===== src/logic/mac_pkg.sv =====
package mac_pkg;

  // arm source codes held in the source field of each arm
  typedef enum logic [2:0] {
    MAC_SRC_FRONT,
    MAC_SRC_REAR,
    MAC_SRC_ALWAYS,
    MAC_SRC_BUS,
    MAC_SRC_HOLD
  } mac_src_e;

  // threshold class encodings for the comparator reference select
  localparam logic [1:0] MAC_CLS_GND = 2'h0;
  localparam logic [1:0] MAC_CLS_TTL = 2'h1;
  localparam logic [1:0] MAC_CLS_ECL = 2'h2;

  // threshold request kinds written with a level request
  localparam logic [1:0] MAC_REQ_VALUE = 2'h0;
  localparam logic [1:0] MAC_REQ_MIN = 2'h1;
  localparam logic [1:0] MAC_REQ_MAX = 2'h2;
  localparam logic [1:0] MAC_REQ_DEF = 2'h3;

  // millivolt bounds of the ground class
  localparam logic signed [15:0] MAC_GND_LO_MV = 16'shfc18;
  localparam logic signed [15:0] MAC_GND_HI_MV = 16'sh03e8;

  // error codes, two's complement 16 bit
  localparam logic [15:0] MAC_ERR_CONFLICT = 16'hff33;
  localparam logic [15:0] MAC_ERR_ARM_IGNORED = 16'hff2c;

  // register byte offsets
  localparam logic [7:0] MAC_OFS_START_CFG = 8'h00;
  localparam logic [7:0] MAC_OFS_STOP_CFG = 8'h04;
  localparam logic [7:0] MAC_OFS_START_LVL = 8'h08;
  localparam logic [7:0] MAC_OFS_STOP_LVL = 8'h0c;
  localparam logic [7:0] MAC_OFS_CMD = 8'h10;
  localparam logic [7:0] MAC_OFS_STATUS = 8'h14;
  localparam logic [7:0] MAC_OFS_IRQ_STAT = 8'h18;
  localparam logic [7:0] MAC_OFS_IRQ_MASK = 8'h1c;
  localparam logic [7:0] MAC_OFS_ERR = 8'h20;
  localparam logic [7:0] MAC_OFS_QUERY = 8'h24;

  // command bits in the command register
  localparam int MAC_CMD_INIT = 0;
  localparam int MAC_CMD_ABORT = 1;
  localparam int MAC_CMD_BUS_TRG = 2;
  localparam int MAC_CMD_START_NOW = 3;
  localparam int MAC_CMD_STOP_NOW = 4;
  localparam int MAC_CMD_Q_START = 5;
  localparam int MAC_CMD_Q_STOP = 6;

  // interrupt status bit positions
  localparam int MAC_IRQ_START = 0;
  localparam int MAC_IRQ_STOP = 1;
  localparam int MAC_IRQ_ERR = 2;
  localparam int MAC_IRQ_W = 3;

  // per arm configuration
  typedef struct packed {
    mac_src_e src;
    logic falling_edge_select;
    logic [1:0] cls;
  } mac_arm_cfg_s;

  // reset values
  localparam mac_arm_cfg_s MAC_CFG_RST = '{src: MAC_SRC_ALWAYS, falling_edge_select: 1'b0,
                                          cls: MAC_CLS_TTL};

endpackage : mac_pkg


===== src/logic/mac_arming.sv =====
`timescale 1ns/1ps
`default_nettype none

// Functional notes
// - threshold value quantized into ground, TTL, ECL
// - rear trigger source always uses TTL class
// - threshold class matters only for front input
// - min ECL, max TTL, default ground, reset TTL
// - per arm edge polarity, rising after reset
// - query copies setting out, arming untouched
// - bus trigger arms only after initiate
// - front input is source one, rear source two
// - always armed source arms once initiated
// - hold ignores inputs, only override arms
// - reset selects always armed for both arms
// - front mixed with other source gives -205
// - override arms at once, only when initiated
// - override is a pulse, nothing stored
// - start override covers one measurement only
// - override before initiate discarded, error -212
// - start and stop arms configured independently
module mac_arming
  import mac_pkg::*;
(
  // clock and reset
  input wire logic hclk,
  input wire logic hresetn,
  // ahb-lite slave
  input wire logic hsel,
  input wire logic [31:0] haddr,
  input wire logic [1:0] htrans,
  input wire logic hwrite,
  input wire logic [2:0] hsize,
  input wire logic [31:0] hwdata,
  input wire logic hready,
  output logic [31:0] hrdata,
  output logic hreadyout,
  output logic hresp,
  // external arm pins
  input wire logic front_arm_input,
  input wire logic rear_trigger_input,
  // comparator reference selects
  output logic [1:0] front_ref_start,
  output logic [1:0] front_ref_stop,
  // measurement control
  output logic start_arm,
  output logic stop_arm,
  output logic measuring,
  output logic irq
);

  // storage overview:
  // - bus side keeps only the captured address phase, no write buffer
  // - each arm keeps its own source, edge and class, nothing shared
  // - the sequence is two flags, initiated and start done
  // - error code, query buffer and interrupt bits are plain flops
  // - pins pass two flops, then a third flop gives the previous value

  // address phase capture
  logic wr_pend;
  logic [7:0] wr_addr;
  logic [7:0] rd_addr;

  // configuration per arm
  mac_arm_cfg_s cfg_start;
  mac_arm_cfg_s cfg_stop;

  // measurement state
  logic initiated;
  logic start_done;
  logic [15:0] err_code;
  logic [31:0] query_buf;
  logic [MAC_IRQ_W-1:0] irq_stat;
  logic [MAC_IRQ_W-1:0] irq_mask;

  // input synchronizers and previous values
  logic [1:0] front_sync;
  logic [1:0] rear_sync;
  logic front_prev;
  logic rear_prev;

  // bus decode
  // - an address phase counts only with hsel, hready and nonseq or seq
  // - writes land one cycle later, when hwdata stands in the data phase
  // - register strobes are decoded from the captured write address
  // - hsize is not looked at, every register is one whole word
  wire addr_phase = hsel && hready && htrans[1];
  wire do_write = wr_pend;
  wire [31:0] wd = hwdata;
  wire wr_start_cfg = do_write && (wr_addr == MAC_OFS_START_CFG);
  wire wr_stop_cfg = do_write && (wr_addr == MAC_OFS_STOP_CFG);
  wire wr_start_lvl = do_write && (wr_addr == MAC_OFS_START_LVL);
  wire wr_stop_lvl = do_write && (wr_addr == MAC_OFS_STOP_LVL);
  wire wr_cmd = do_write && (wr_addr == MAC_OFS_CMD);
  wire wr_irq_stat = do_write && (wr_addr == MAC_OFS_IRQ_STAT);
  wire wr_irq_mask = do_write && (wr_addr == MAC_OFS_IRQ_MASK);

  // command pulses, no storage behind the overrides
  wire cmd_init = wr_cmd && wd[MAC_CMD_INIT];
  wire cmd_abort = wr_cmd && wd[MAC_CMD_ABORT];
  wire cmd_trg = wr_cmd && wd[MAC_CMD_BUS_TRG];
  wire cmd_start_now = wr_cmd && wd[MAC_CMD_START_NOW];
  wire cmd_stop_now = wr_cmd && wd[MAC_CMD_STOP_NOW];
  wire cmd_override = cmd_start_now || cmd_stop_now;

  // level request quantizer
  // - the request word carries a kind and a signed millivolt value
  // - min, max and default map straight to a class
  // - a value lands in one of three classes, the bounds belong to ground
  // - only the class is stored, the value itself is thrown away
  // - so a query returns the class and never the number written
  function automatic logic [1:0] quantize(input logic [31:0] w);
    logic signed [15:0] mv;
    mv = w[15:0];
    case (w[17:16])
      MAC_REQ_MIN: quantize = MAC_CLS_ECL;
      MAC_REQ_MAX: quantize = MAC_CLS_TTL;
      MAC_REQ_DEF: quantize = MAC_CLS_GND;
      default: begin
        // value in millivolts; above +1 V is TTL, below -1 V is ECL
        if (mv > MAC_GND_HI_MV) quantize = MAC_CLS_TTL;
        else if (mv < MAC_GND_LO_MV) quantize = MAC_CLS_ECL;
        else quantize = MAC_CLS_GND;
      end
    endcase
  endfunction : quantize

  // source decode from a written configuration word
  // - codes that name no source fall back to always armed
  // - that keeps the stored field inside the legal enum values
  function automatic mac_src_e src_of(input logic [2:0] v);
    case (v)
      3'h0: src_of = MAC_SRC_FRONT;
      3'h1: src_of = MAC_SRC_REAR;
      3'h3: src_of = MAC_SRC_BUS;
      3'h4: src_of = MAC_SRC_HOLD;
      default: src_of = MAC_SRC_ALWAYS;
    endcase
  endfunction : src_of

  // edge detection on synchronized pins, source one front, two rear
  wire front_rise = front_sync[1] && !front_prev;
  wire front_fall = !front_sync[1] && front_prev;
  wire rear_rise = rear_sync[1] && !rear_prev;
  wire rear_fall = !rear_sync[1] && rear_prev;

  // qualified event for one arm; hold ignores every input
  // - pin sources use the selected edge of their own pin
  // - always armed gives an event on every cycle
  // - the bus source only sees the trigger command pulse
  // - whether an event is used is decided by the sequence below
  function automatic logic arm_event(input mac_arm_cfg_s c, input logic fr, input logic ff,
                                     input logic rr, input logic rf, input logic trg);
    case (c.src)
      MAC_SRC_FRONT: arm_event = c.falling_edge_select ? ff : fr;
      MAC_SRC_REAR: arm_event = c.falling_edge_select ? rf : rr;
      MAC_SRC_ALWAYS: arm_event = 1'b1;
      MAC_SRC_BUS: arm_event = trg;
      MAC_SRC_HOLD: arm_event = 1'b0;
      default: arm_event = 1'b0;
    endcase
  endfunction : arm_event

  // per arm qualification, independent configurations
  wire start_ev = arm_event(cfg_start, front_rise, front_fall, rear_rise, rear_fall,
                            cmd_trg);
  wire stop_ev = arm_event(cfg_stop, front_rise, front_fall, rear_rise, rear_fall, cmd_trg);

  // front input mixed with another source
  // - exactly one arm on the front pin is a conflict
  // - both arms on the front pin, or neither, is fine
  // - checked only when an initiate arrives, not when written
  // - a refused initiate leaves the block idle
  wire conflict = (cfg_start.src == MAC_SRC_FRONT) != (cfg_stop.src == MAC_SRC_FRONT);

  // arm pulses only while initiated; override bypasses the source
  wire next_start = initiated && !start_done && (start_ev || cmd_start_now);
  wire next_stop = initiated && start_done && (stop_ev || cmd_stop_now);

  // comparator class: rear is fixed TTL elsewhere, class used on front only
  assign front_ref_start = cfg_start.cls;
  assign front_ref_stop = cfg_stop.cls;

  // rear trigger path, comparator fixed at ttl whatever is programmed
  wire [1:0] rear_ref = MAC_CLS_TTL;

  // query payload
  wire [31:0] q_start = {26'h0, cfg_start.cls, cfg_start.falling_edge_select, cfg_start.src};
  wire [31:0] q_stop = {26'h0, cfg_stop.cls, cfg_stop.falling_edge_select, cfg_stop.src};

  // event vector for the interrupt status
  wire err_ev = (cmd_init && conflict) || (cmd_override && !initiated);
  // - bit zero follows the start pulse, bit one the stop pulse
  // - bit two is any refused initiate or refused override
  wire [MAC_IRQ_W-1:0] irq_set = {err_ev, stop_arm, start_arm};

  // read mux
  wire [31:0] rd_mux =
    (rd_addr == MAC_OFS_START_CFG) ? q_start :
    (rd_addr == MAC_OFS_STOP_CFG) ? q_stop :
    (rd_addr == MAC_OFS_STATUS) ? {29'h0, conflict, start_done, initiated} :
    (rd_addr == MAC_OFS_IRQ_STAT) ? {29'h0, irq_stat} :
    (rd_addr == MAC_OFS_IRQ_MASK) ? {29'h0, irq_mask} :
    (rd_addr == MAC_OFS_ERR) ? {16'h0, err_code} :
    (rd_addr == MAC_OFS_QUERY) ? query_buf : 32'h0;

  // bus answers at once, always okay
  // - no wait states, so hreadyout is tied high
  // - read data come straight from the mux in the data phase
  assign hreadyout = 1'b1;
  assign hresp = 1'b0;
  assign hrdata = rd_mux;
  assign irq = |(irq_stat & irq_mask);

  // address phase capture
  always_ff @(posedge hclk or negedge hresetn) begin
    if (!hresetn) begin
      wr_pend <= 1'b0;
      wr_addr <= 8'h0;
      rd_addr <= 8'h0;
    end else begin
      wr_pend <= addr_phase && hwrite;
      wr_addr <= haddr[7:0];
      if (addr_phase && !hwrite) rd_addr <= haddr[7:0];
    end
  end

  // pin synchronizers, first stage read only by the second
  // - pins are asynchronous to hclk and may change at any time
  // - the previous value flop gives the edge compare
  // - pins idle low, so the zero reset value makes no false edge
  // - latency from pin edge to arm pulse is about three cycles
  always_ff @(posedge hclk or negedge hresetn) begin
    if (!hresetn) begin
      front_sync <= 2'h0;
      rear_sync <= 2'h0;
      front_prev <= 1'b0;
      rear_prev <= 1'b0;
    end else begin
      front_sync <= {front_sync[0], front_arm_input};
      rear_sync <= {rear_sync[0], rear_trigger_input};
      front_prev <= front_sync[1];
      rear_prev <= rear_sync[1];
    end
  end

  // start arm configuration
  // - source and edge share one word, the class has a word of its own
  // - a config write leaves the class untouched and the other way round
  always_ff @(posedge hclk or negedge hresetn) begin
    if (!hresetn) begin
      cfg_start <= MAC_CFG_RST;
    end else if (wr_start_cfg) begin
      cfg_start.src <= src_of(wd[2:0]);
      cfg_start.falling_edge_select <= wd[3];
    end else if (wr_start_lvl) begin
      cfg_start.cls <= quantize(wd);
    end
  end

  // stop arm configuration
  // - same layout as the start arm, fully separate flops
  always_ff @(posedge hclk or negedge hresetn) begin
    if (!hresetn) begin
      cfg_stop <= MAC_CFG_RST;
    end else if (wr_stop_cfg) begin
      cfg_stop.src <= src_of(wd[2:0]);
      cfg_stop.falling_edge_select <= wd[3];
    end else if (wr_stop_lvl) begin
      cfg_stop.cls <= quantize(wd);
    end
  end

  // measurement sequence; a fresh initiate waits for the start edge again
  // - abort has priority over everything else
  // - initiate clears start done, so an earlier override is forgotten
  // - the stop pulse ends the measurement and drops initiated
  // - start done gates the stop arm, so stop never comes first
  // - a start override only sets start done for this one run
  always_ff @(posedge hclk or negedge hresetn) begin
    if (!hresetn) begin
      initiated <= 1'b0;
      start_done <= 1'b0;
    end else if (cmd_abort) begin
      initiated <= 1'b0;
      start_done <= 1'b0;
    end else if (cmd_init) begin
      initiated <= !conflict;
      start_done <= 1'b0;
    end else if (next_stop) begin
      initiated <= 1'b0;
      start_done <= 1'b0;
    end else if (next_start) begin
      start_done <= 1'b1;
    end
  end

  // arm pulses, one cycle each
  // - registered, so they follow the qualified cycle by one clock
  // - an initiate or abort in the same cycle suppresses them
  // - measuring lags the start pulse by one cycle
  always_ff @(posedge hclk or negedge hresetn) begin
    if (!hresetn) begin
      start_arm <= 1'b0;
      stop_arm <= 1'b0;
      measuring <= 1'b0;
    end else begin
      start_arm <= next_start && !cmd_init && !cmd_abort;
      stop_arm <= next_stop && !cmd_init && !cmd_abort;
      measuring <= start_done && initiated;
    end
  end

  // error code latch
  // - a new error overwrites the old one
  // - any write to the error register clears it
  // - a set in the same cycle as a clear wins
  always_ff @(posedge hclk or negedge hresetn) begin
    if (!hresetn) begin
      err_code <= 16'h0;
    end else if (cmd_init && conflict) begin
      err_code <= MAC_ERR_CONFLICT;
    end else if (cmd_override && !initiated) begin
      err_code <= MAC_ERR_ARM_IGNORED;
    end else if (do_write && (wr_addr == MAC_OFS_ERR)) begin
      err_code <= 16'h0;
    end
  end

  // query output buffer, no arming state touched
  // - start query wins if both query bits are written at once
  // - the buffer keeps its value until the next query
  always_ff @(posedge hclk or negedge hresetn) begin
    if (!hresetn) begin
      query_buf <= 32'h0;
    end else if (wr_cmd && wd[MAC_CMD_Q_START]) begin
      query_buf <= q_start;
    end else if (wr_cmd && wd[MAC_CMD_Q_STOP]) begin
      query_buf <= q_stop;
    end
  end

  // interrupt status, set wins over clear
  // - write one to clear, zero bits leave status alone
  // - the mask only gates the irq output, status still collects
  always_ff @(posedge hclk or negedge hresetn) begin
    if (!hresetn) begin
      irq_stat <= '0;
      irq_mask <= '0;
    end else begin
      irq_stat <= (irq_stat & ~(wr_irq_stat ? wd[MAC_IRQ_W-1:0] : '0)) | irq_set;
      if (wr_irq_mask) irq_mask <= wd[MAC_IRQ_W-1:0];
    end
  end

  // unused bus inputs and the fixed rear class
  wire unused = &{1'b0, hsize, haddr[31:8], rear_ref};

endmodule : mac_arming

`default_nettype wire


===== config.mk =====
export PLATFORM = sky130hd
export DESIGN_NAME = mac_arming
export DESIGN_NICKNAME = d
export VERILOG_FILES = /design/src/logic/mac_pkg.sv /design/src/logic/mac_arming.sv
export SDC_FILE = /design/constraint.sdc
export NUM_CORES = 1
export LEC_CHECK = 0
export BUFFER_PORTS_ARGS = -buffer_cell sky130_fd_sc_hd__buf_2
export CAP_MARGIN = 20
export CORE_AREA = 5 5 87 89
export CTS_BUF_LIST = sky130_fd_sc_hd__clkbuf_16
export DETAILED_ROUTE_END_ITERATION = 8
export DIE_AREA = 0 0 92 94
export PLACE_DENSITY_LB_ADDON = 0.05
export REMOVE_ABC_BUFFERS = 1
export SLEW_MARGIN = 20
export SYNTH_ARGS = -nofsm -noshare
export SYNTH_HDL_FRONTEND = slang
export SYNTH_SLANG_ARGS = --single-unit

===== constraint.sdc =====
create_clock -name hclk -period 5.3 [get_ports hclk]
set_input_delay 0.795 -clock hclk [delete_from_list [all_inputs] [get_ports hclk]]
set_output_delay 0.795 -clock hclk [all_outputs]
set_load 0.02 [all_outputs]

---- Word level (Yosys, flattened, before mapping) ----
Index checks and enable logic that the tools add are counted.
Widths: inputs -> output; s select.
word-level totals
  bits in registers ....................... 94
  latch bits .............................. 0
  memory bits (writable) .................. 0
  memory bits (read-only) ................. 0
  output and inout port bits .............. 42
  memories kept ........................... 0
operators by class
  $add $sub $neg .......................... 0
  $mul .................................... 0
  div/mod/pow operators ................... 0
  magnitude comparators ................... 2
  equality and inequality tests ........... 26
  shift operators ......................... 0
  mux-type cells .......................... 30
  bitwise operators ....................... 6
  reduce and logical (&&, ||, !) cells .... 59
operators with widths
  kind                  count
  $mux 32               9
  $eq 8x5->1 const B    6
  $mux 16               3
  $logic_and 1x1->1     33
  $eq 8x6->1 const B    3
  $eq 8x3->1 const B    2
  $eq 8x4->1 const B    2
  $gt 16x11->1 const B  1
  $logic_not 8->1       2
  $lt 16x11->1 const B  1
  $eq 3x2->1 const B    5
  $pmux 3 s4            1
  $mux 1                11
  $logic_not 1->1       10
  $eq 3x1->1 const B    3
  $logic_not 3->1       3
  $pmux 1 s4            2
  $and 3x3->3           2
  $pmux 2 s3            1
  $reduce_bool 3->1     2
  $eq 2x2->1 const B    2
  $logic_or 1x1->1      4
  $mux 2                2
  $reduce_and 2->1      2
  10 further kinds      11

---- Logic depth before layout (Yosys ltp) ----
Gate-level depths: netlist of the first run.
  word-level depth ........................ 10
  mapped depth ............................ 7
  gate-level depth less buffers ........... 6

---- Worst setup path before layout of the first run ----
No wires, ideal clock.
  path kind ............................... register -> output
  start point ............................. reg rd_addr[1]
  end point ............................... out hrdata[10]
  data arrival time ....................... 2186 ps
  data required time ...................... 4505 ps
  slack ................................... 2319 ps
  stages on the path, launching flop included .. 5
  buffers on the path ..................... 1
  cells stage by stage .................... dfrtp_1 > nor4_2 > nand3_1 > nor3b_1 > buf_4
on the way
  longest elaborated chain between the ends .. 8
  elaborated cells on any way between the ends .. 14
RTL lines
  item                    line               RTL
  from (decl)             mac_arming.sv:62   logic [7:0] rd_addr;
  from (signal assigned)  mac_arming.sv:224  if (addr_phase && !hwrite) rd_addr <= haddr[7:0];
  $eq 8x6->1              mac_arming.sv:205  (rd_addr == MAC_OFS_QUERY) ? query_buf : 32'h0;
  $mux 32                 mac_arming.sv:205
  $mux 32                 mac_arming.sv:204  (rd_addr == MAC_OFS_ERR) ? {16'h0, err_code} :
  $mux 32                 mac_arming.sv:203  (rd_addr == MAC_OFS_IRQ_MASK) ? {29'h0, irq_mask} :
  $mux 32                 mac_arming.sv:202  (rd_addr == MAC_OFS_IRQ_STAT) ? {29'h0, irq_stat} :
  $mux 32                 mac_arming.sv:201  (rd_addr == MAC_OFS_STATUS) ? {29'h0, conflict, start_done, initiated} :
  $mux 32                 mac_arming.sv:200  (rd_addr == MAC_OFS_STOP_CFG) ? q_stop :
  $mux 32 *               mac_arming.sv:199  (rd_addr == MAC_OFS_START_CFG) ? q_start :
  to (decl)               mac_arming.sv:36   output logic [31:0] hrdata,
Mark *: on every way between the ends. The rest lies on a longest branch, timed or not.

---- Worst setup path after layout of the first run ----
  start point ............................. reg rd_addr[1]
  end point ............................... out hrdata[1]
The elaborated chain is that of the path after synthesis.

==> results.ini, run 1 <==
[place]
gp_congestion = 0.806
hpwl_um = 5310
portBuffers = 55
pre_cts_slack_ns = 2.35

[yosys]
syn_area_sq_um = 2950
synth_compound_area_frac = 0.158
synth-simple-area-share = 0.172
synth_cells = 290
synth-adder-area-share = 0
ys_ff_latch = 55
syn_area_per_cell_sq_um = 10.2
synth_ff_type = dfrtp_1
ys_seq_area_frac = 0.469
synthDistinctLibCells = 53
yosys-mux-area-fraction = 0.0976
synthXorXnorAreaFrac = 0.00297
async_flop_share = 1.00
synth_edf_count = 0
yosysWarnings = 0
synth_top_family_by_area = simple AND/OR/NAND/NOR gates

[detailed_routing]
drt-met1-wl_um = 3230
firstDrtPassIters = 4
dr_wl_met3_um = 531
drc = 0
viasPerCell = 5.48
met2WireLength_um = 3170
drt_wl_total_um = 7010
drtIter0Drc = 150
ant_nets = 0
routedWlPerCell_um = 17.0
vias = 2262
highest_layer = met4

[sta]
setup_viol = 0
setup-tns-final_ns = 0
period_needed_ns = 3.35
finalMaxSlewViolations = 0
final.setup.worst_slack_ns = 1.95
worst_slew_pin_slew_ns = 0.890
slew_headroom = 0.402
final-hold-violation-count = 0
fmax_mhz = 299
rsz0062_at_grt = false
fin_worst_skew_ns = 0.00746
post-route-period-util = 0.631

[floorplanning]
core_sq_um = 6680
die_w_um = 92
start_util = 0.441
ios = 118
placementRows = 30
die_h_um = 94
dieArea_sq_um = 8650

[finish]
nNetsFinal = 408
final_util = 0.492
final_common_cell = buf_2
syn_to_final_growth_pct = 11.5
drive_gt1_frac = 0.276
final_cell_mix = buf_2, dfrtp_1, nand2_1
antennaDiodeCount = 0

[global_route]
overflow = 0
grt_pass1_wl_um = 11600
grt_pass1_vias = 2198
grt_max_degree = 56
grt_antenna_before_repair = 0
track_usage = 0.170

[clock_tree]
cts_resized = 0
clk_pin_slew_ns = 0.08
postCtsSetupBuffers = 0
clk_latency_ns = 0.29
cts.path.max_buffers = 2
cts_tree = yes
cts_buffers = 5
ctsHtreeMaxLevel = 2
cts-root-buf = clkbuf_16
cts.sinks = 55
cts_hold_buf = 0

[hold_path]
hold_start = front_sync[0]
min_delay_path_depth = 0
hold_path_class = register to register

[worst_setup_path]
crit_fanout = 8
critPathKind = register to primary output
r2r-start = wr_addr[1]
crit_path_start = rd_addr[1]
reg2reg_depth = 6
worstPathRequired_ns = 4.51
worstSetupStartpointType = register
cp.arrival_ns = 2.55
endpoint_kind = primary output

[power_and_ir_drop]
p_leak_nw = 1.53
irDropWorstVdd_mv = 0.181
cellPowerDensity_nw_per_um2 = 296

[job]
drv_cap = 0

[outcome]
status = finished clean

==> metal layers <==
layer | GRT usage | vias to the layer above
met2 | 0.273 | 87
li1 | - | 1087
met3 | 0.0353 | 7
met5 | 0 | -
met1 | 0.236 | 1081
met4 | 0.0384 | 0
==> flip-flops by register name, indices dropped and copies added, names as in the netlist, 3 cells and up <==
signal	flops
err_code	3
irq_stat	3
query_buf	6
wr_addr	8
cfg_start	4
rd_addr	8
irq_mask	3
cfg_stop	4
==> Yosys cell counts, types with 2 or more instances <==
cell type / number / area, sq um
a211oi_2: 2 / 25.0
nand3b_1: 4 / 30.0
nand2_1: 28 / 105
o21bai_1: 2 / 15.0
o22ai_1: 11 / 68.8
nor2_1: 14 / 52.6
mux4_2: 4 / 90.1
nand2b_1: 6 / 37.5
mux2i_1: 4 / 40.0
a21o_1: 5 / 37.5
nor2b_1: 4 / 25.0
and3_1: 5 / 31.3
o21ai_0: 15 / 75.1
o31ai_1: 2 / 15.0
conb_1: 2 / 7.51
buf_4: 31 / 233
dfrtp_1: 51 / 1280
nand3_1: 8 / 40.0
a211oi_1: 3 / 22.5
a31oi_1: 3 / 18.8
nand4_1: 2 / 12.5
dfstp_2: 4 / 105
clkbuf_1: 7 / 26.3
nor3b_1: 2 / 15.0
nor3_1: 6 / 30.0
mux2_2: 14 / 158
a21oi_1: 17 / 85.1
and2_1: 3 / 18.8
inv_1: 7 / 26.3
==> through the flow <==
stage / std cells / hold WS (ns) / instance area [sq um] / power [mW]
after floorplan: 269 / 0.331 / 2750 / 0.577
after global placement: 405 / 0.338 / 3130 / 0.639
after detailed placement: 405 / 0.340 / 3130 / 0.641
after CTS: 413 / 0.357 / 3290 / 0.978
after global routing: 413 / 0.382 / 3290 / 1.02
final: 413 / 0.354 / 3290 / 0.971
==> report_power, final <==
group,total [mW],internal (mW),switching (mW)
Clock,0.337,0.180,0.158
Combinational,0.146,0.0641,0.0824
Sequential,0.487,0.445,0.0427
==> final cells by class <==
cell class	instances	area [sq um]
Clock buffer	5	125
Clock inverter	3	26.3
Fill cell	641	3400
Inverter	7	26.3
Multi-Input combinational cell	207	1340
Sequential cell	55	1380
Tap cell	80	100
Timing Repair Buffer	56	283
==> worst max-delay path, stage by stage (launching register included) <==
cell and delay (ns):
dfrtp_1 0.40, nor4_2 0.80, o21ai_0 0.36, a22o_1 0.27, a22oi_1 0.22, buf_2 0.21
==> final timing paths <==
path	slack, ns	to
worst max-delay path	1.95	hrdata[1]
worst min-delay path	0.35	front_sync[1]
max in group asynchronous	4.22	wr_addr[2]
worst max register to register	2.88	start_done
worst min register to register	0.35	front_sync[1]
min in group asynchronous	0.63	cfg_start[5]
==> cell families after synthesis <==
family / after synthesis
multiplexers: 22
XOR/XNOR: 1
buffers and inverters: 46
other: 2
AND/OR/NAND/NOR: 92
AO/OA/AOI/OAI: 72
flip-flops: 55
(Power assumes the default switching activity.)
==> run 2, diff against run 1 <==
==> constraint.sdc (replaced) <==
create_clock -name hclk -period 3.1 [get_ports hclk]
set_input_delay 0.465 -clock hclk [delete_from_list [all_inputs] [get_ports hclk]]
set_output_delay 0.465 -clock hclk [all_outputs]
set_load 0.02 [all_outputs]
==> run 2 against run 1 <==
Effect of this change:
- via count is 1.3% higher
- clock skew grew 0.0026 ns
- sequential power grew 69%
- critical path depth up 2
- register-to-register slack lost 1.9 ns
- die area did not move
==> results.ini, run 2 (synthesis gave the netlist of run 1 again) <==
[outcome]
status = finished clean

[job]
drv_cap = 0  ; unchanged

[place]
portBuffers = 55  ; unchanged
pre_cts_slack_ns = 0.757  ; -1.59 ns
hpwl_um = 5350  ; +0.75%
gp_congestion = 0.798  ; -1.1%
dpl-instance-area_sq_um = 3160  ; +0.96%
placed_cells = 409  ; +0.99%

[finish]
fillCellCount = 660  ; +3.0%
final_util = 0.497  ; +0.00506
final_common_cell = buf_2
design_area_sq_um = 3320  ; +1.0%
syn_to_final_growth_pct = 12.6
nNetsFinal = 412  ; +0.98%
drive_gt1_frac = 0.285  ; +0.00859
layoutNonFillerInstCount = 417  ; +0.97%
antennaDiodeCount = 0  ; unchanged
final_cell_mix = buf_2, dfrtp_1, nand2_1
reg.largest.list = rd_addr x8, wr_addr x8, query_buf x6

[clock_tree]
clk_pin_slew_ns = 0.08  ; about the same
cts-root-buf = clkbuf_16
cts_hold_buf = 0  ; unchanged
cts_buffers = 5  ; unchanged
cts_resized = 0  ; unchanged
cts.path.max_buffers = 2  ; unchanged
postCtsSetupBuffers = 0  ; unchanged
ctsHtreeMaxLevel = 2  ; unchanged
clk_latency_ns = 0.30  ; about the same
cts.sinks = 55  ; unchanged
cts_tree = yes

[global_route]
grt_antenna_before_repair = 0  ; unchanged
grt_pass1_wl_um = 11400  ; -1.4%
grt_pass1_vias = 2173  ; -1.1%
overflow = 0  ; unchanged
grt_max_degree = 48  ; -14%
track_usage = 0.170  ; +0.000288

[floorplanning]
dieArea_sq_um = 8650  ; unchanged
die_w_um = 92  ; unchanged
ios = 118  ; unchanged
start_util = 0.441  ; unchanged
core_sq_um = 6680  ; unchanged
placementRows = 30  ; unchanged
die_h_um = 94  ; unchanged

[detailed_routing]
firstDrtPassIters = 4  ; unchanged
vias = 2292  ; +1.3%
drt_wl_total_um = 7100  ; +1.3%
drc = 0  ; unchanged
ant_nets = 0  ; unchanged
viasPerCell = 5.50  ; +0.35%
routedWlPerCell_um = 17.0  ; +0.36%
drtIter0Drc = 158  ; +5.3%

[sta]
rsz0062_at_grt = false
setup_viol = 0  ; unchanged
period_needed_ns = 2.74
final.setup.worst_slack_ns = 0.358  ; -1.60 ns
fmax_mhz = 365
fin_worst_skew_ns = 0.0101  ; +0.00264 ns
worst_slew_pin_slew_ns = 0.653  ; -0.237 ns
post-route-period-util = 0.884
slew_headroom = 0.561  ; +0.159
finalMaxSlewViolations = 0  ; unchanged
final-hold-violation-count = 0  ; unchanged
holdWs_ns = 0.180  ; -0.173 ns
setup-tns-final_ns = 0  ; unchanged

[worst_setup_path]
cp.arrival_ns = 2.28  ; -0.27 ns
reg2reg_depth = 6  ; unchanged
critPathMaxStageDelay_ns = 0.61  ; -0.19 ns
endpoint_kind = primary output
path_cells = buf_4, mux2i_1, nor2_1, o21ai_0, a22o_1, a22oi_1, buf_2
worstPathRequired_ns = 2.63  ; -1.88 ns
crit_fanout = 12  ; +4
critPathKind = register to primary output
critical_path.slowest_cell = dfrtp_1
worstSetupStartpointType = register

[power_and_ir_drop]
p_leak_nw = 1.55  ; +1.2%
fin_total_pwr_mw = 1.68  ; +73%
irDropWorstVdd_mv = 0.225  ; +25%
cellPowerDensity_nw_per_um2 = 506  ; +71%

[hold_path]
hold_path_class = input port to asynchronous set/reset pin

## run 2: cell types whose count changed in the layout (fill, tap and decap cells not counted), sizes merged
cell | previous run | this run
clkinv | 1 | 0
buf | 56 | 60
clkinvlp | 0 | 1
## run 2: final timing paths
| check | startpoint | endpoint | slack (ns) |
|---|---|---|---|
| max | rd_addr[2] | hrdata[1] | 0.36 |
| min | hresetn | irq_stat[0] | 0.18 |
| min in group hclk | rear_trigger_input | rear_sync[0] | 0.26 |
| max in group asynchronous | hresetn | wr_addr[5] | 2.36 |
| max reg2reg | wr_addr[1] | start_done | 1.02 |
| min reg2reg | front_sync[0] | front_sync[1] | 0.36 |
## run 2: final cells by class
cell class,instances,area [sq um],area share
clock buffers,5,125,0.0377
clock inverters,3,27.5,0.00829
inverters,7,26.3,0.00792
multi-input cells,207,1340,0.405
flip-flops and latches,55,1380,0.416
well taps,80,100,0.0302
repair buffers,60,315,0.0950
## run 2: where the power goes
group	switching [mW]	leakage, nW	internal [mW]
clock network	0.273	0.0723	0.308
registers	0.0609	0.650	0.760
logic	0.157	0.825	0.119
total	0.491	1.55	1.19
## run 2: routing by layer
layer | global-route usage | part of all wire | vias to the layer above
li1 | - | - | 1105
met1 | 0.243 | 0.48 | 1104
met2 | 0.259 | 0.44 | 74
met3 | 0.0377 | 0.066 | 9
met4 | 0.0483 | 0.012 | 0
met5 | 0 | 0 | -
## run 2: worst max-delay path, delay by kind of cell (launching register included)
kind,cells,cell delay (ns)
AND/OR/NAND/NOR,1,0.06
flip-flops,1,0.61
AO/OA/AOI/OAI,3,0.59
buffers and inverters,2,0.48
multiplexers,1,0.25
